==> config.mk <==
export PLATFORM = sky130hd
export DESIGN_NAME = apd_ctrl
export DESIGN_NICKNAME = d
export VERILOG_FILES = /design/src/common/apd_pkg.sv /design/src/design/apd_ctrl.sv /design/src/design/apd_idle_timer.sv
export SDC_FILE = /design/constraint.sdc
export NUM_CORES = 1
export LEC_CHECK = 0
export BUFFER_PORTS_ARGS = -buffer_cell sky130_fd_sc_hd__buf_2
export CORE_MARGIN = 2
export CORE_UTILIZATION = 50
export CTS_CLUSTER_SIZE = 16
export DETAILED_ROUTE_END_ITERATION = 7
export PLACE_DENSITY = 0.91
export SYNTH_ARGS = -nofsm -noshare
export SYNTH_HDL_FRONTEND = slang
export SYNTH_SLANG_ARGS = --single-unit
==> constraint.sdc <==
create_clock -name pclk -period 1.85 [get_ports pclk]
set_input_delay 0 -clock pclk [delete_from_list [all_inputs] [get_ports pclk]]
set_output_delay 0 -clock pclk [all_outputs]
set_load 0.02 [all_outputs]
==> src/common/apd_pkg.sv <==
/*
  Package of the peripheral auto powerdown controller: register
  indices, field positions, reset values and timing counts.
  Assumes a 125 MHz APB clock and 32-bit word-aligned registers.
*/
package apd_pkg;
  // ==========================================================
  // Register indices (byte address is four times the index)
  localparam logic [3:0] IDX_STAT_A = 4'h0;
  localparam logic [3:0] IDX_STAT_B = 4'h1;
  localparam logic [3:0] IDX_DOC = 4'h2;
  localparam logic [3:0] IDX_MSR_RATE = 4'h4;
  localparam logic [3:0] IDX_FIFO = 4'h5;
  localparam logic [3:0] IDX_DIR_CCR = 4'h7;
  localparam logic [3:0] IDX_DIRECT = 4'h8;
  localparam logic [3:0] IDX_AUTO = 4'h9;
  localparam logic [3:0] IDX_PSTAT = 4'ha;
  localparam logic [3:0] IDX_PAR = 4'hb;
  // ==========================================================
  // Field positions
  localparam int AUTO_FDC = 0;
  localparam int AUTO_PAR = 3;
  localparam int AUTO_UART0 = 4;
  localparam int DOC_RST_N = 2;
  localparam int DOC_MOT_LO = 4;
  localparam int RATE_PD = 6;
  localparam int RATE_RST = 7;
  localparam int PAR_EPP = 0;
  localparam int PAR_ECP = 1;
  // ==========================================================
  // Reset values and constants
  localparam logic [7:0] DOC_RST = 8'h04;
  localparam logic [7:0] CCR_RST = 8'h00;
  localparam logic [7:0] CFG_RST = 8'h00;
  localparam logic [7:0] PAR_RST = 8'h00;
  localparam logic [7:0] MSR_IDLE = 8'h80;
  // Extended control mode field codes
  localparam logic [2:0] ECR_SPP = 3'h0;
  localparam logic [2:0] ECR_BIDIR = 3'h1;
  localparam logic [2:0] ECR_EPP = 3'h4;
  // ==========================================================
  // Timing: idle interval before floppy auto powerdown
  localparam int CLK_MHZ = 125;
  localparam int IDLE_MS = 10;
  localparam int IDLE_CYC = IDLE_MS * 1000 * CLK_MHZ;
  localparam int TMR_W = 21;
endpackage : apd_pkg

==> src/design/apd_ctrl.sv <==
/*
  Power management control for the floppy controller, two serial
  ports and the parallel port, with an APB register slave.
  Assumes the floppy, serial and parallel cores run on pclk; only
  the serial receive and ring indicator pins are asynchronous.
*/
//
// Behaviour
// - Direct and automatic powerdown per floppy, serial and parallel
// - Floppy auto powerdown allowed only while auto bit 0 set
// - Floppy enters when motors off, status 80h, no int, timers done
// - Idle timer starts when auto powerdown is enabled
// - Clearing auto enable cancels timer and holds floppy awake
// - Rate-select powerdown overrides auto; auto resumes after wake
// - Hardware or software reset wakes with full reset sequence
// - Register-access wake keeps all state intact
// - Wake on motor bit write, status read, fifo read or write
// - After wake the 10 ms idle timer restarts
// - Other registers accessible in powerdown, data kept
// - Access in powerdown powers up only while it lasts
// - Bus, reset, clock and interrupt pins keep working
// - Motor, select, write pins tristated; step, head, density active
// - Serial auto enabled by bits 4,5; transmitter idles when empty
// - Receiver sleeps when fifo empty and waiting for start bit
// - Ring indicator change still flagged while port sleeps
// - Transmit write wakes transmitter; receive pin edge wakes receiver
// - Parallel auto bit 3; EPP sleeps if not enabled or selected
// - ECP sleeps if disabled or SPP, bidir or EPP mode chosen
// - Parallel state re-evaluated on mode or config change
`timescale 1ns/1ns
module apd_ctrl #(
  parameter int IDLE_CYCLES = apd_pkg::IDLE_CYC
) (
  // Clock, reset, enable
  input wire logic pclk,
  input wire logic presetn,
  input wire logic pce,
  // APB slave
  input wire logic psel,
  input wire logic penable,
  input wire logic pwrite,
  input wire logic [7:0] paddr,
  input wire logic [31:0] pwdata,
  output logic [31:0] prdata,
  output logic pready,
  output logic pslverr,
  // Floppy core status
  input wire logic [7:0] fdc_status_a,
  input wire logic [7:0] fdc_status_b,
  input wire logic [7:0] fdc_main_status,
  input wire logic [7:0] fdc_fifo_rdata,
  input wire logic [7:0] fdc_drive_input,
  input wire logic fdc_int,
  input wire logic head_unload_done,
  // Floppy core control
  output logic fdc_reset,
  output logic fdc_fifo_wr,
  output logic fdc_fifo_rd,
  output logic [7:0] fdc_fifo_wdata,
  output logic [7:0] fdc_rate_cfg,
  output logic fdc_active,
  // Floppy drive pins from the core
  input wire logic write_stream_core,
  input wire logic write_gate_core,
  input wire logic step_direction_core,
  input wire logic step_pulse_core,
  input wire logic head_select_core,
  input wire logic [1:0] density_select_core,
  // Floppy drive pins
  output logic [3:0] motor_on_out,
  output logic [3:0] motor_on_oe,
  output logic drive_select_out,
  output logic drive_select_oe,
  output logic write_stream_out,
  output logic write_stream_oe,
  output logic write_gate_out,
  output logic write_gate_oe,
  output logic step_direction_out,
  output logic step_pulse_out,
  output logic head_select_out,
  output logic [1:0] density_select_out,
  // Serial ports
  input wire logic [1:0] tx_holding_empty,
  input wire logic [1:0] tx_shift_empty,
  input wire logic [1:0] transmit_holding_wr,
  input wire logic [1:0] rx_fifo_empty,
  input wire logic [1:0] rx_wait_start,
  input wire logic [1:0] serial_receive_in,
  input wire logic [1:0] ring_indicator_in,
  output logic [1:0] tx_powered_down,
  output logic [1:0] rx_powered_down,
  output logic [1:0] ring_change,
  // Parallel port
  input wire logic [2:0] ecr_mode,
  output logic epp_powered_down,
  output logic ecp_powered_down,
  // Floppy power state
  output logic fdc_powered_down
);
  import apd_pkg::*;

  // ==========================================================
  // APB decode
  logic [3:0] idx;
  logic acc;
  logic wr;
  logic rd;
  logic mapped;
  assign idx = paddr[5:2];
  assign acc = psel && penable && pce;
  assign wr = acc && pwrite;
  assign rd = acc && !pwrite;
  assign pready = 1'b1;
  // Zero-wait slave; index 3, 6 and above 11 are unmapped
  always_comb begin
    case (idx)
      IDX_STAT_A, IDX_STAT_B, IDX_DOC, IDX_MSR_RATE,
      IDX_FIFO, IDX_DIR_CCR, IDX_DIRECT, IDX_AUTO,
      IDX_PSTAT, IDX_PAR: mapped = (paddr[1:0] == 2'b00);
      default: mapped = 1'b0;
    endcase
  end
  assign pslverr = psel && penable && !mapped;

  logic wr_ok;
  logic rd_ok;
  assign wr_ok = wr && mapped;
  assign rd_ok = rd && mapped;

  // ==========================================================
  // Software registers
  logic [7:0] doc_ff;
  logic [7:0] ccr_ff;
  logic [7:0] direct_ff;
  logic [7:0] auto_ff;
  logic [7:0] par_ff;

  // Stored whatever the power state, so software sees its writes
  always_ff @(posedge pclk or negedge presetn) begin
    if (!presetn) begin
      doc_ff <= DOC_RST;
      ccr_ff <= CCR_RST;
      direct_ff <= CFG_RST;
      auto_ff <= CFG_RST;
      par_ff <= PAR_RST;
    end else if (wr_ok) begin
      case (idx)
        IDX_DOC: doc_ff <= pwdata[7:0];
        IDX_DIR_CCR: ccr_ff <= pwdata[7:0];
        IDX_DIRECT: direct_ff <= pwdata[7:0];
        IDX_AUTO: auto_ff <= pwdata[7:0];
        IDX_PAR: par_ff <= pwdata[7:0];
        default: ;
      endcase
    end
  end

  // ==========================================================
  // Floppy wake and reset events
  logic doc_wr;
  logic rate_wr;
  logic motor_wake;
  logic acc_wake;
  logic sw_reset;
  logic auto_en;
  assign doc_wr = wr_ok && idx == IDX_DOC;
  assign rate_wr = wr_ok && idx == IDX_MSR_RATE;
  // Reading the drive output register is not a wake event
  assign motor_wake = doc_wr && |pwdata[7:DOC_MOT_LO];
  assign acc_wake = motor_wake
    || (rd_ok && idx == IDX_MSR_RATE)
    || (acc && mapped && idx == IDX_FIFO);
  assign sw_reset = (doc_wr && !pwdata[DOC_RST_N])
    || (rate_wr && pwdata[RATE_RST]);
  assign auto_en = auto_ff[AUTO_FDC];

  // Reset pulse to the core runs its normal reset sequence
  logic fdc_reset_ff;
  always_ff @(posedge pclk or negedge presetn) begin
    if (!presetn) begin
      fdc_reset_ff <= 1'b1;
    end else if (pce) begin
      fdc_reset_ff <= sw_reset;
    end
  end
  assign fdc_reset = fdc_reset_ff;

  // ==========================================================
  // Rate-select powerdown, ended by any reset
  logic rate_pd_ff;
  always_ff @(posedge pclk or negedge presetn) begin
    if (!presetn) begin
      rate_pd_ff <= 1'b0;
    end else if (pce) begin
      if (sw_reset) begin
        rate_pd_ff <= 1'b0;
      end else if (rate_wr && pwdata[RATE_PD]) begin
        rate_pd_ff <= 1'b1;
      end
    end
  end

  // ==========================================================
  // Idle interval timer
  logic auto_en_d_ff;
  logic tmr_restart;
  logic tmr_done;
  always_ff @(posedge pclk or negedge presetn) begin
    if (!presetn) begin
      auto_en_d_ff <= 1'b0;
    end else if (pce) begin
      auto_en_d_ff <= auto_en;
    end
  end
  // Restart on enable, on any wake and on reset
  assign tmr_restart = (auto_en && !auto_en_d_ff)
    || acc_wake || sw_reset;

  apd_idle_timer #(
    .TERM(IDLE_CYCLES)
  ) u_timer (
    .pclk(pclk),
    .presetn(presetn),
    .pce(pce),
    .run(auto_en),
    .restart(tmr_restart),
    .expired(tmr_done)
  );

  // ==========================================================
  // Floppy auto powerdown state
  logic fdc_idle;
  logic auto_pd_ff;
  assign fdc_idle = ~|doc_ff[7:DOC_MOT_LO]
    && fdc_main_status == MSR_IDLE
    && !fdc_int && head_unload_done && tmr_done;

  // Wake events override entry in the same cycle, so no access
  // that should wake the part is lost to a simultaneous entry
  always_ff @(posedge pclk or negedge presetn) begin
    if (!presetn) begin
      auto_pd_ff <= 1'b0;
    end else if (pce) begin
      if (!auto_en) begin
        auto_pd_ff <= 1'b0;
      end else if (acc_wake || sw_reset) begin
        auto_pd_ff <= 1'b0;
      end else if (fdc_idle) begin
        auto_pd_ff <= 1'b1;
      end
    end
  end

  logic fdc_pd;
  // Rate-select and direct powerdown win over the auto state
  assign fdc_pd = rate_pd_ff || direct_ff[AUTO_FDC]
    || auto_pd_ff;
  assign fdc_powered_down = fdc_pd;
  // Core wakes only for the duration of an access in powerdown
  assign fdc_active = !fdc_pd || (psel && idx <= IDX_DIR_CCR);

  // ==========================================================
  // Floppy core data path; core state is never cleared by sleep
  assign fdc_fifo_wr = wr_ok && idx == IDX_FIFO;
  assign fdc_fifo_rd = rd_ok && idx == IDX_FIFO;
  assign fdc_fifo_wdata = pwdata[7:0];
  assign fdc_rate_cfg = ccr_ff;

  // ==========================================================
  // Drive pins: disconnect ones that can draw drive current
  assign motor_on_out = ~doc_ff[7:DOC_MOT_LO];
  assign motor_on_oe = {4{!fdc_pd}};
  assign drive_select_out = !doc_ff[0];
  assign drive_select_oe = !fdc_pd;
  assign write_stream_out = write_stream_core;
  assign write_stream_oe = !fdc_pd;
  assign write_gate_out = write_gate_core;
  assign write_gate_oe = !fdc_pd;
  // Positioning pins keep driving in powerdown
  assign step_direction_out = step_direction_core;
  assign step_pulse_out = step_pulse_core;
  assign head_select_out = head_select_core;
  assign density_select_out = density_select_core;

  // ==========================================================
  // Serial ports, one copy per port
  logic [1:0] rxd_s1_ff;
  logic [1:0] rxd_s2_ff;
  logic [1:0] rxd_d_ff;
  logic [1:0] ri_s1_ff;
  logic [1:0] ri_s2_ff;
  logic [1:0] ri_d_ff;
  logic [1:0] tx_pd_ff;
  logic [1:0] rx_pd_ff;
  logic [1:0] ri_chg_ff;

  genvar g;
  generate
    for (g = 0; g < 2; g++) begin : g_uart
      logic en;
      assign en = auto_ff[AUTO_UART0 + g] || direct_ff[AUTO_UART0 + g];

      // Pin synchronisers; stage two and the history flop are
      // the only inputs of the edge detect
      always_ff @(posedge pclk or negedge presetn) begin
        if (!presetn) begin
          rxd_s1_ff[g] <= 1'b1;
          rxd_s2_ff[g] <= 1'b1;
          rxd_d_ff[g] <= 1'b1;
          ri_s1_ff[g] <= 1'b0;
          ri_s2_ff[g] <= 1'b0;
          ri_d_ff[g] <= 1'b0;
        end else if (pce) begin
          rxd_s1_ff[g] <= serial_receive_in[g];
          rxd_s2_ff[g] <= rxd_s1_ff[g];
          rxd_d_ff[g] <= rxd_s2_ff[g];
          ri_s1_ff[g] <= ring_indicator_in[g];
          ri_s2_ff[g] <= ri_s1_ff[g];
          ri_d_ff[g] <= ri_s2_ff[g];
        end
      end

      // Transmitter: a holding write wakes it before it can sleep
      always_ff @(posedge pclk or negedge presetn) begin
        if (!presetn) begin
          tx_pd_ff[g] <= 1'b0;
        end else if (pce) begin
          if (!en || transmit_holding_wr[g]) begin
            tx_pd_ff[g] <= 1'b0;
          end else if (tx_holding_empty[g] && tx_shift_empty[g]) begin
            tx_pd_ff[g] <= 1'b1;
          end
        end
      end

      // Receiver: a line edge wakes it so the start bit is caught
      always_ff @(posedge pclk or negedge presetn) begin
        if (!presetn) begin
          rx_pd_ff[g] <= 1'b0;
        end else if (pce) begin
          if (!en || rxd_s2_ff[g] != rxd_d_ff[g]) begin
            rx_pd_ff[g] <= 1'b0;
          end else if (rx_fifo_empty[g] && rx_wait_start[g]) begin
            rx_pd_ff[g] <= 1'b1;
          end
        end
      end

      // Ring change pulse runs regardless of the power state
      always_ff @(posedge pclk or negedge presetn) begin
        if (!presetn) begin
          ri_chg_ff[g] <= 1'b0;
        end else if (pce) begin
          ri_chg_ff[g] <= ri_s2_ff[g] != ri_d_ff[g];
        end
      end
    end
  endgenerate

  assign tx_powered_down = tx_pd_ff;
  assign rx_powered_down = rx_pd_ff;
  assign ring_change = ri_chg_ff;

  // ==========================================================
  // Parallel port: recomputed every cycle from mode and config
  logic epp_pd_ff;
  logic ecp_pd_ff;
  logic par_en;
  logic ecr_legacy;
  assign par_en = auto_ff[AUTO_PAR] || direct_ff[AUTO_PAR];
  assign ecr_legacy = ecr_mode == ECR_SPP || ecr_mode == ECR_BIDIR
    || ecr_mode == ECR_EPP;

  always_ff @(posedge pclk or negedge presetn) begin
    if (!presetn) begin
      epp_pd_ff <= 1'b0;
      ecp_pd_ff <= 1'b0;
    end else if (pce) begin
      epp_pd_ff <= par_en && (!par_ff[PAR_EPP]
        || (par_ff[PAR_ECP] && ecr_mode != ECR_EPP));
      ecp_pd_ff <= par_en && (!par_ff[PAR_ECP]
        || ecr_legacy);
    end
  end
  assign epp_powered_down = epp_pd_ff;
  assign ecp_powered_down = ecp_pd_ff;

  // ==========================================================
  // Read mux; bus logic never sleeps so wake accesses are seen
  logic [7:0] rd_byte;
  always_comb begin
    case (idx)
      IDX_STAT_A: rd_byte = fdc_status_a;
      IDX_STAT_B: rd_byte = fdc_status_b;
      IDX_DOC: rd_byte = doc_ff;
      IDX_MSR_RATE: rd_byte = fdc_main_status;
      IDX_FIFO: rd_byte = fdc_fifo_rdata;
      IDX_DIR_CCR: rd_byte = fdc_drive_input;
      IDX_DIRECT: rd_byte = direct_ff;
      IDX_AUTO: rd_byte = auto_ff;
      IDX_PSTAT: rd_byte = {ecp_pd_ff, epp_pd_ff, rx_pd_ff,
        tx_pd_ff, rate_pd_ff, fdc_pd};
      IDX_PAR: rd_byte = par_ff;
      default: rd_byte = 8'h00;
    endcase
  end
  assign prdata = {24'h000000, rd_byte};
endmodule : apd_ctrl

==> src/design/apd_idle_timer.sv <==
/*
  Idle interval timer for floppy auto powerdown.
  Assumes restart and run come from logic on the same clock.
*/
`timescale 1ns/1ns
module apd_idle_timer #(
  parameter int TERM = apd_pkg::IDLE_CYC
) (
  // Clock and reset
  input wire logic pclk,
  input wire logic presetn,
  input wire logic pce,
  // Control
  input wire logic run,
  input wire logic restart,
  // Status
  output logic expired
);
  import apd_pkg::*;

  localparam logic [TMR_W-1:0] LAST = TMR_W'(TERM - 1);

  logic [TMR_W-1:0] cnt_ff;
  logic done_ff;

  // Counter stops at the terminal count; disabling clears it
  always_ff @(posedge pclk or negedge presetn) begin
    if (!presetn) begin
      cnt_ff <= '0;
      done_ff <= 1'b0;
    end else if (pce) begin
      if (!run || restart) begin
        cnt_ff <= '0;
        done_ff <= 1'b0;
      end else if (cnt_ff == LAST) begin
        done_ff <= 1'b1;
      end else begin
        cnt_ff <= cnt_ff + 1'b1;
      end
    end
  end

  assign expired = done_ff;
endmodule : apd_idle_timer

# [Yosys cells after proc, flatten, opt, wreduce, memory -nomap -nowiden]
# Cells that the tools add are included.
# Widths: inputs -> output; s select.
[totals] inputBits=112 output_inout_bits=82 reg_bits=86 elab_cells=163
[op_classes] n_eq_ne=20 bitwise=1 n_lt_le_gt_ge=1 n_reduce_logical=90 add_sub_neg=1 n_mux=19
[op_table] operator="$pmux 8 s10" n=1
[op_table] operator="$mux 21" n=2
[op_table] operator="$logic_and 1x1->1" n=31
[op_table] operator="$reduce_and 2->1" n=13
[op_table] operator="$add 21x1->21 const B" n=1
[op_table] operator="$eq 21x21->1 const B" n=1
[op_table] operator="$logic_or 1x1->1" n=21
[op_table] operator="$eq 4x4->1 const B" n=4
[op_table] operator="$mux 1" n=16
[op_table] operator="$logic_not 1->1" n=13
[op_table] operator="$eq 4x3->1 const B" n=3
[op_table] operator="$reduce_bool 2->1" n=6
[op_table] operator="$reduce_or 10->1" n=1
[op_table] operator="$eq 8x8->1 const B" n=1
[op_table] operator="$reduce_or 4->1" n=2
[op_table] operator="$eq 4x1->1 const B" n=1
[op_table] operator="$eq 4x2->1 const B" n=1
[op_table] operator="$le 4x3->1 const B" n=1
[op_table] operator="$logic_not 4->1" n=1
[op_table] operator="$ne 1x1->1" n=4
[op_table] operator="$not 4->4" n=1
[op_table] operator="$eq 3x1->1 const B" n=1
[op_table] operator="$eq 3x3->1 const B" n=1
[op_table] operator="$logic_not 3->1" n=1
[op_table] operator="4 further kinds" n=4

# [Longest topological paths before layout]
[depth] word_depth=13 depth_mapped=8 ltp_nobuf=6

# [Modules after synthesis]
# A second synthesis with hierarchy kept.
[unflattened] cells_unflattened=499 hier_area_um2=5187.5
[modules_own_cells] module="apd_ctrl" area_per_inst_um2=3881.2 seq_area_each_um2=1611.5 instances=1 cells_per_inst=356
[modules_own_cells] module="apd_idle_timer" area_per_inst_um2=1306.3 seq_area_each_um2=550.5 instances=1 cells_per_inst=143

# [Worst setup path after synthesis]
# No wires, ideal clock.
[synth_path] path_type="input port to flip-flop" from="input paddr[2]" to="register u_timer.cnt_ff[11]" stages=7 n_path_buf=2 required_time_ns=1.713 setup_ns=0.137 arrival_time_ns=1.556 slack_ns=0.157 path_cell_list="buf_4 nor4b_1 and2_1 o2111ai_4 nand2_4 buf_8 a21oi_1"
[synth_via] elab_chain_cells=13 word_cells_on_any_way=31 cone_classes="eq/ne: 10; mux: 2; reduce/logical: 19"
[synth_rtl] item="start: declaration" line_no="apd_ctrl.sv:42" rtl="input wire logic [7:0] paddr,"
[synth_rtl] item="$eq 4x2->1, or another cell as far along" line_no="apd_ctrl.sv:116, apd_ctrl.sv:166"
[synth_rtl] item="$reduce_or 10->1" line_no="apd_ctrl.sv:116" rtl="case (idx)"
[synth_rtl] item="$mux 1" line_no="apd_ctrl.sv:116"
[synth_rtl] item="$logic_and 1x1->1" line_no="apd_ctrl.sv:127" rtl="assign wr_ok = wr && mapped;"
[synth_rtl] item="$logic_and 1x1->1" line_no="apd_ctrl.sv:166" rtl="assign doc_wr = wr_ok && idx == IDX_DOC;"
[synth_rtl] item="$logic_and 1x1->1" line_no="apd_ctrl.sv:169" rtl="assign motor_wake = doc_wr && |pwdata[7:DOC_MOT_LO];"
[synth_rtl] item="$logic_or 1x1->1" line_no="apd_ctrl.sv:171" rtl="|| (rd_ok && idx == IDX_MSR_RATE)"
[synth_rtl] item="$logic_or 1x1->1" line_no="apd_ctrl.sv:172" rtl="|| (acc && mapped && idx == IDX_FIFO);"
[synth_rtl] item="$logic_or 1x1->1" line_no="apd_ctrl.sv:217" rtl="|| acc_wake || sw_reset;"
[synth_rtl] item="$logic_or 1x1->1 *" line_no="apd_ctrl.sv:217"
[synth_rtl] item="$logic_or 1x1->1 *" line_no="apd_idle_timer.sv:32" rtl="if (!run || restart) begin"
[synth_rtl] item="$ne 2x1->1 (no line)"
[synth_rtl] item="$reduce_and 2->1 (no line)"
[synth_rtl] item="end signal: assignment" line_no="apd_idle_timer.sv:38" rtl="cnt_ff <= cnt_ff + 1'b1;"
[synth_rtl] item="end: declaration" line_no="apd_idle_timer.sv:23" rtl="logic [TMR_W-1:0] cnt_ff;"
# Mark *: on every way between the ends. The rest lies on a longest branch, timed or not.
# A chain may end at the register's enable or synchronous reset.

# [Final worst setup path]
[layout_path] from="register u_timer.cnt_ff[0]" to="register u_timer.cnt_ff[1]"
[layout_via] elab_chain_cells=3 word_cells_on_any_way=6 cone_classes="add/sub: 1; eq/ne: 2; mux: 2; reduce/logical: 1"
[layout_rtl] item="$add 21x1->21 or $eq 21x21->1 (tied branches)" line_no="apd_idle_timer.sv:38, apd_idle_timer.sv:35"
[layout_rtl] item="$mux 21 or $ne 2x1->1 (tied branches)"
[layout_rtl] item="$mux 21 or $reduce_and 2->1 (tied branches)"
# Several ways; a longest one is shown, not always the timed one. The select of a mux whose other input is x is not followed.

==> flow_summary.ini <==
[finish]
synthToLayoutAreaGrowth_pct = 22.2
multi_input_area_um2 = 2510
num_antenna_cells = 0
fillers = 814
final_common_cell = buf_2
drive_above_1_share = 0.402
regArea_um2 = 2160
fin_nets = 750
layout_common_cells = buf_2 (127), dfrtp_1 (78), mux2_2 (56)
fin_cells = 775

[worst_setup_path]
rrSetupSlack_ps = 70
cp.arrival_ps = 2020
crit_path_max_incr_delay_ps = 450
critPathTopFamily = flip-flops
path_buf_inv = 1
slowest_stage = dfrtp_1
path_cells = ha_4 -> and4b_1 -> nand4_1 -> o21ai_1 -> buf_4 -> mux2i_1 -> a21oi_1
criticalPathCategory = flop to flop
ff2ff_path_depth = 7
crit_path_start_kind = flop
rr_startpoint = u_timer.cnt_ff[0]
path_max_fanout = 5
crit_path_end_kind = flop
required_ps = 2090
rr_endpoint = u_timer.cnt_ff[1]

[pwr]
p_sw_uw = 1210
p_total_uw = 4020
irDropWorstVdd_mv = 0.451
comb_power_share = 0.176
p_per_area_nw_per_um2 = 649
pwr-share-seq = 0.507
p_leak_uw = 0.00289
switching_share = 0.300
clkPwrFrac = 0.317
intPower_uw = 2810

[floorplan]
io_pins = 194
placement_rows = 36
die_w_um = 105
die_area_um2 = 10900
chipHeight_um = 105
start_util = 0.515
core_area_um2 = 9820

[sta]
setup_viol = 0
holdWs_ps = 0.00884
finalCritPeriodShare = 0.963
worstMarginPinSlew_ps = 704
skew_ps = 18.7
fmax_mhz = 561
max_slew_margin = 0.526
hold_viol = 0
period_needed_ps = 1780
drv_slew = 0
setup_tns_ps = 0

[drt]
viasPerCell = 5.83
drc = 0
wl_per_cell_um = 18.0
via_count = 4518
drtIter0Drc = 279
drt_wl_total_um = 13900
antenna_left = 0
firstDrtPassIters = 5

[outcome]
status = finished clean

[clock_network]
cts_max_path_buffers = 2
cts_tree = built
cts_root_buf = clkbuf_8
clk_latency_ps = 370
cts_made_buffers = 9
clkSlewWorstSetupHoldPaths_ps = 100
clock_sinks = 86
cts_max_level = 3

[placed_design]
dp_hpwl_um = 10100
port_buffers = 128
gp_congestion = 0.992
place_inst = 739

[min_path]
hold_path_depth = 0
worstHoldStart = write_gate_core
worstHoldEndpoint = write_gate_out
min_path_type = input pin to output port

[synth]
syn-instance-count = 493
synth_fa_ha_area_frac = 0.00247
synth-compound-area-share = 0.135
synth-simple-area-share = 0.161
synthDistinctLibCells = 67
async_reset_ff_frac = 1.00
avgSynthCellArea_um2 = 10.3
ys_warn_count = 0
synthXorXnorAreaFrac = 0.0277
syn-cell-area_um2 = 5060
synth-seq-area-share = 0.427
synth_mux_area_frac = 0.145
synth_flop_cell = dfrtp_1
synth_edf_count = 0
synth-seq-cells = 86
synth_top_family_by_area = simple AND/OR/NAND/NOR gates

[grt]
grt_usage = 0.256
antenna_found_initial = 0
grt_pass1_vias = 4437
grt_max_degree = 60
globalRouteOverflowTotal = 0
grt_pass1_wl_um = 22500

[run]
maxCapViolCount = 0
-- state kept, by name, summed over array words and instances, names as in the netlist, 8 cells and up --
| name | count |
|---|---|
| par_ff | 8 |
| fdc_rate_cfg | 8 |
| u_timer.cnt_ff | 21 |
| auto_ff | 8 |
| doc_ff | 8 |
| direct_ff | 8 |
-- power groups by stage --
stage	logic, uW	registers (uW)	clock network (uW)
after global placement	644	2060	0
after global routing	766	2050	1360
after floorplan	425	2080	0
final	709	2040	1270
after detailed placement	663	2070	0
after CTS	698	2030	1290
-- layout make-up --
type	count	area share
clock buffer	10	0.0222
clock inverter	6	0.00849
inverter	13	0.00789
multi-input combinational	346	0.405
sequential	86	0.349
tap	133	0.0269
timing repair buffer	181	0.180
-- cells by family (layout without fill, tap and decap cells) --
logic type      Yosys count  count (layout)
mux                      66              66
buf+inv                  84             210
other cells               2              25
xor+xnor                 16              16
flops                    86              86
simple gates            138             138
fa+ha+maj                 1               1
compound gates          100             100
-- routing by layer --
metal	vias to the layer above	track usage	share of wire
met5	-	0	0
met2	254	0.427	0.49
li1	2036	-	-
met4	0	0.0924	0.024
met1	2197	0.341	0.41
met3	31	0.0393	0.079
-- worst reg2reg max path: cells and delay by family, from the launching register on --
family / cells / cell delay, ps
AOI/OAI and AO/OA: 2 / 270
muxes: 1 / 190
buffers and inverters: 1 / 160
adders and majority gates: 1 / 190
DFF: 1 / 450
and+or+nand+nor: 2 / 390
-- synthesized netlist by cell type, drive strengths merged, types with 4 or more instances --
library cell | instances | area (um^2)
a21oi | 35 | 175
a221oi | 8 | 70.1
a22oi | 10 | 75.1
a31oi | 6 | 37.5
and2 | 5 | 31.3
and3 | 7 | 43.8
buf | 53 | 389
clkbuf | 18 | 67.6
dfrtp | 78 | 1950
dfstp | 8 | 210
inv | 13 | 48.8
mux2 | 58 | 653
mux2i | 8 | 80.1
nand2 | 21 | 86.3
nand3 | 19 | 113
nand4 | 10 | 62.6
nor2 | 27 | 111
nor2b | 9 | 56.3
nor3 | 11 | 65.1
nor4 | 10 | 77.6
nor4b | 4 | 50.1
o21ai | 11 | 58.8
xnor2 | 7 | 61.3
xor2 | 9 | 78.8
-- how the worst max path moves through the flow --
stage	startpoint	endpoint	slack, ps	cells past startpoint
floorplan	paddr[2]	u_timer.cnt_ff[11]	160	7
global placement	pwdata[5]	u_timer.cnt_ff[13]	-110	7
detailed placement	pwdata[5]	u_timer.cnt_ff[3]	-150	7
CTS	rate_pd_ff	prdata[0]	20	6
global route	u_timer.cnt_ff[0]	u_timer.cnt_ff[1]	-20	7
finish	u_timer.cnt_ff[0]	u_timer.cnt_ff[1]	70	7
-- stage by stage --
step | area [um^2] | setup WS (ps) | util
after floorplan | 5150 | 157 | -
after global placement | 5770 | -107 | 0.588
after detailed placement | 5770 | -149 | 0.588
after CTS | 6150 | 24.4 | 0.627
after global routing | 6190 | -20.5 | 0.630
final | 6190 | 68.2 | 0.630
-- timing repair --
item                                    4_1_cts  5_1_grt
setup buffers                                 0        1
endpoints found under the setup margin        0        6
resized for setup                             0        6
hold buffers                                 19        0
endpoints found under the hold margin        64        0
Power figures use the tool's default switching activity.
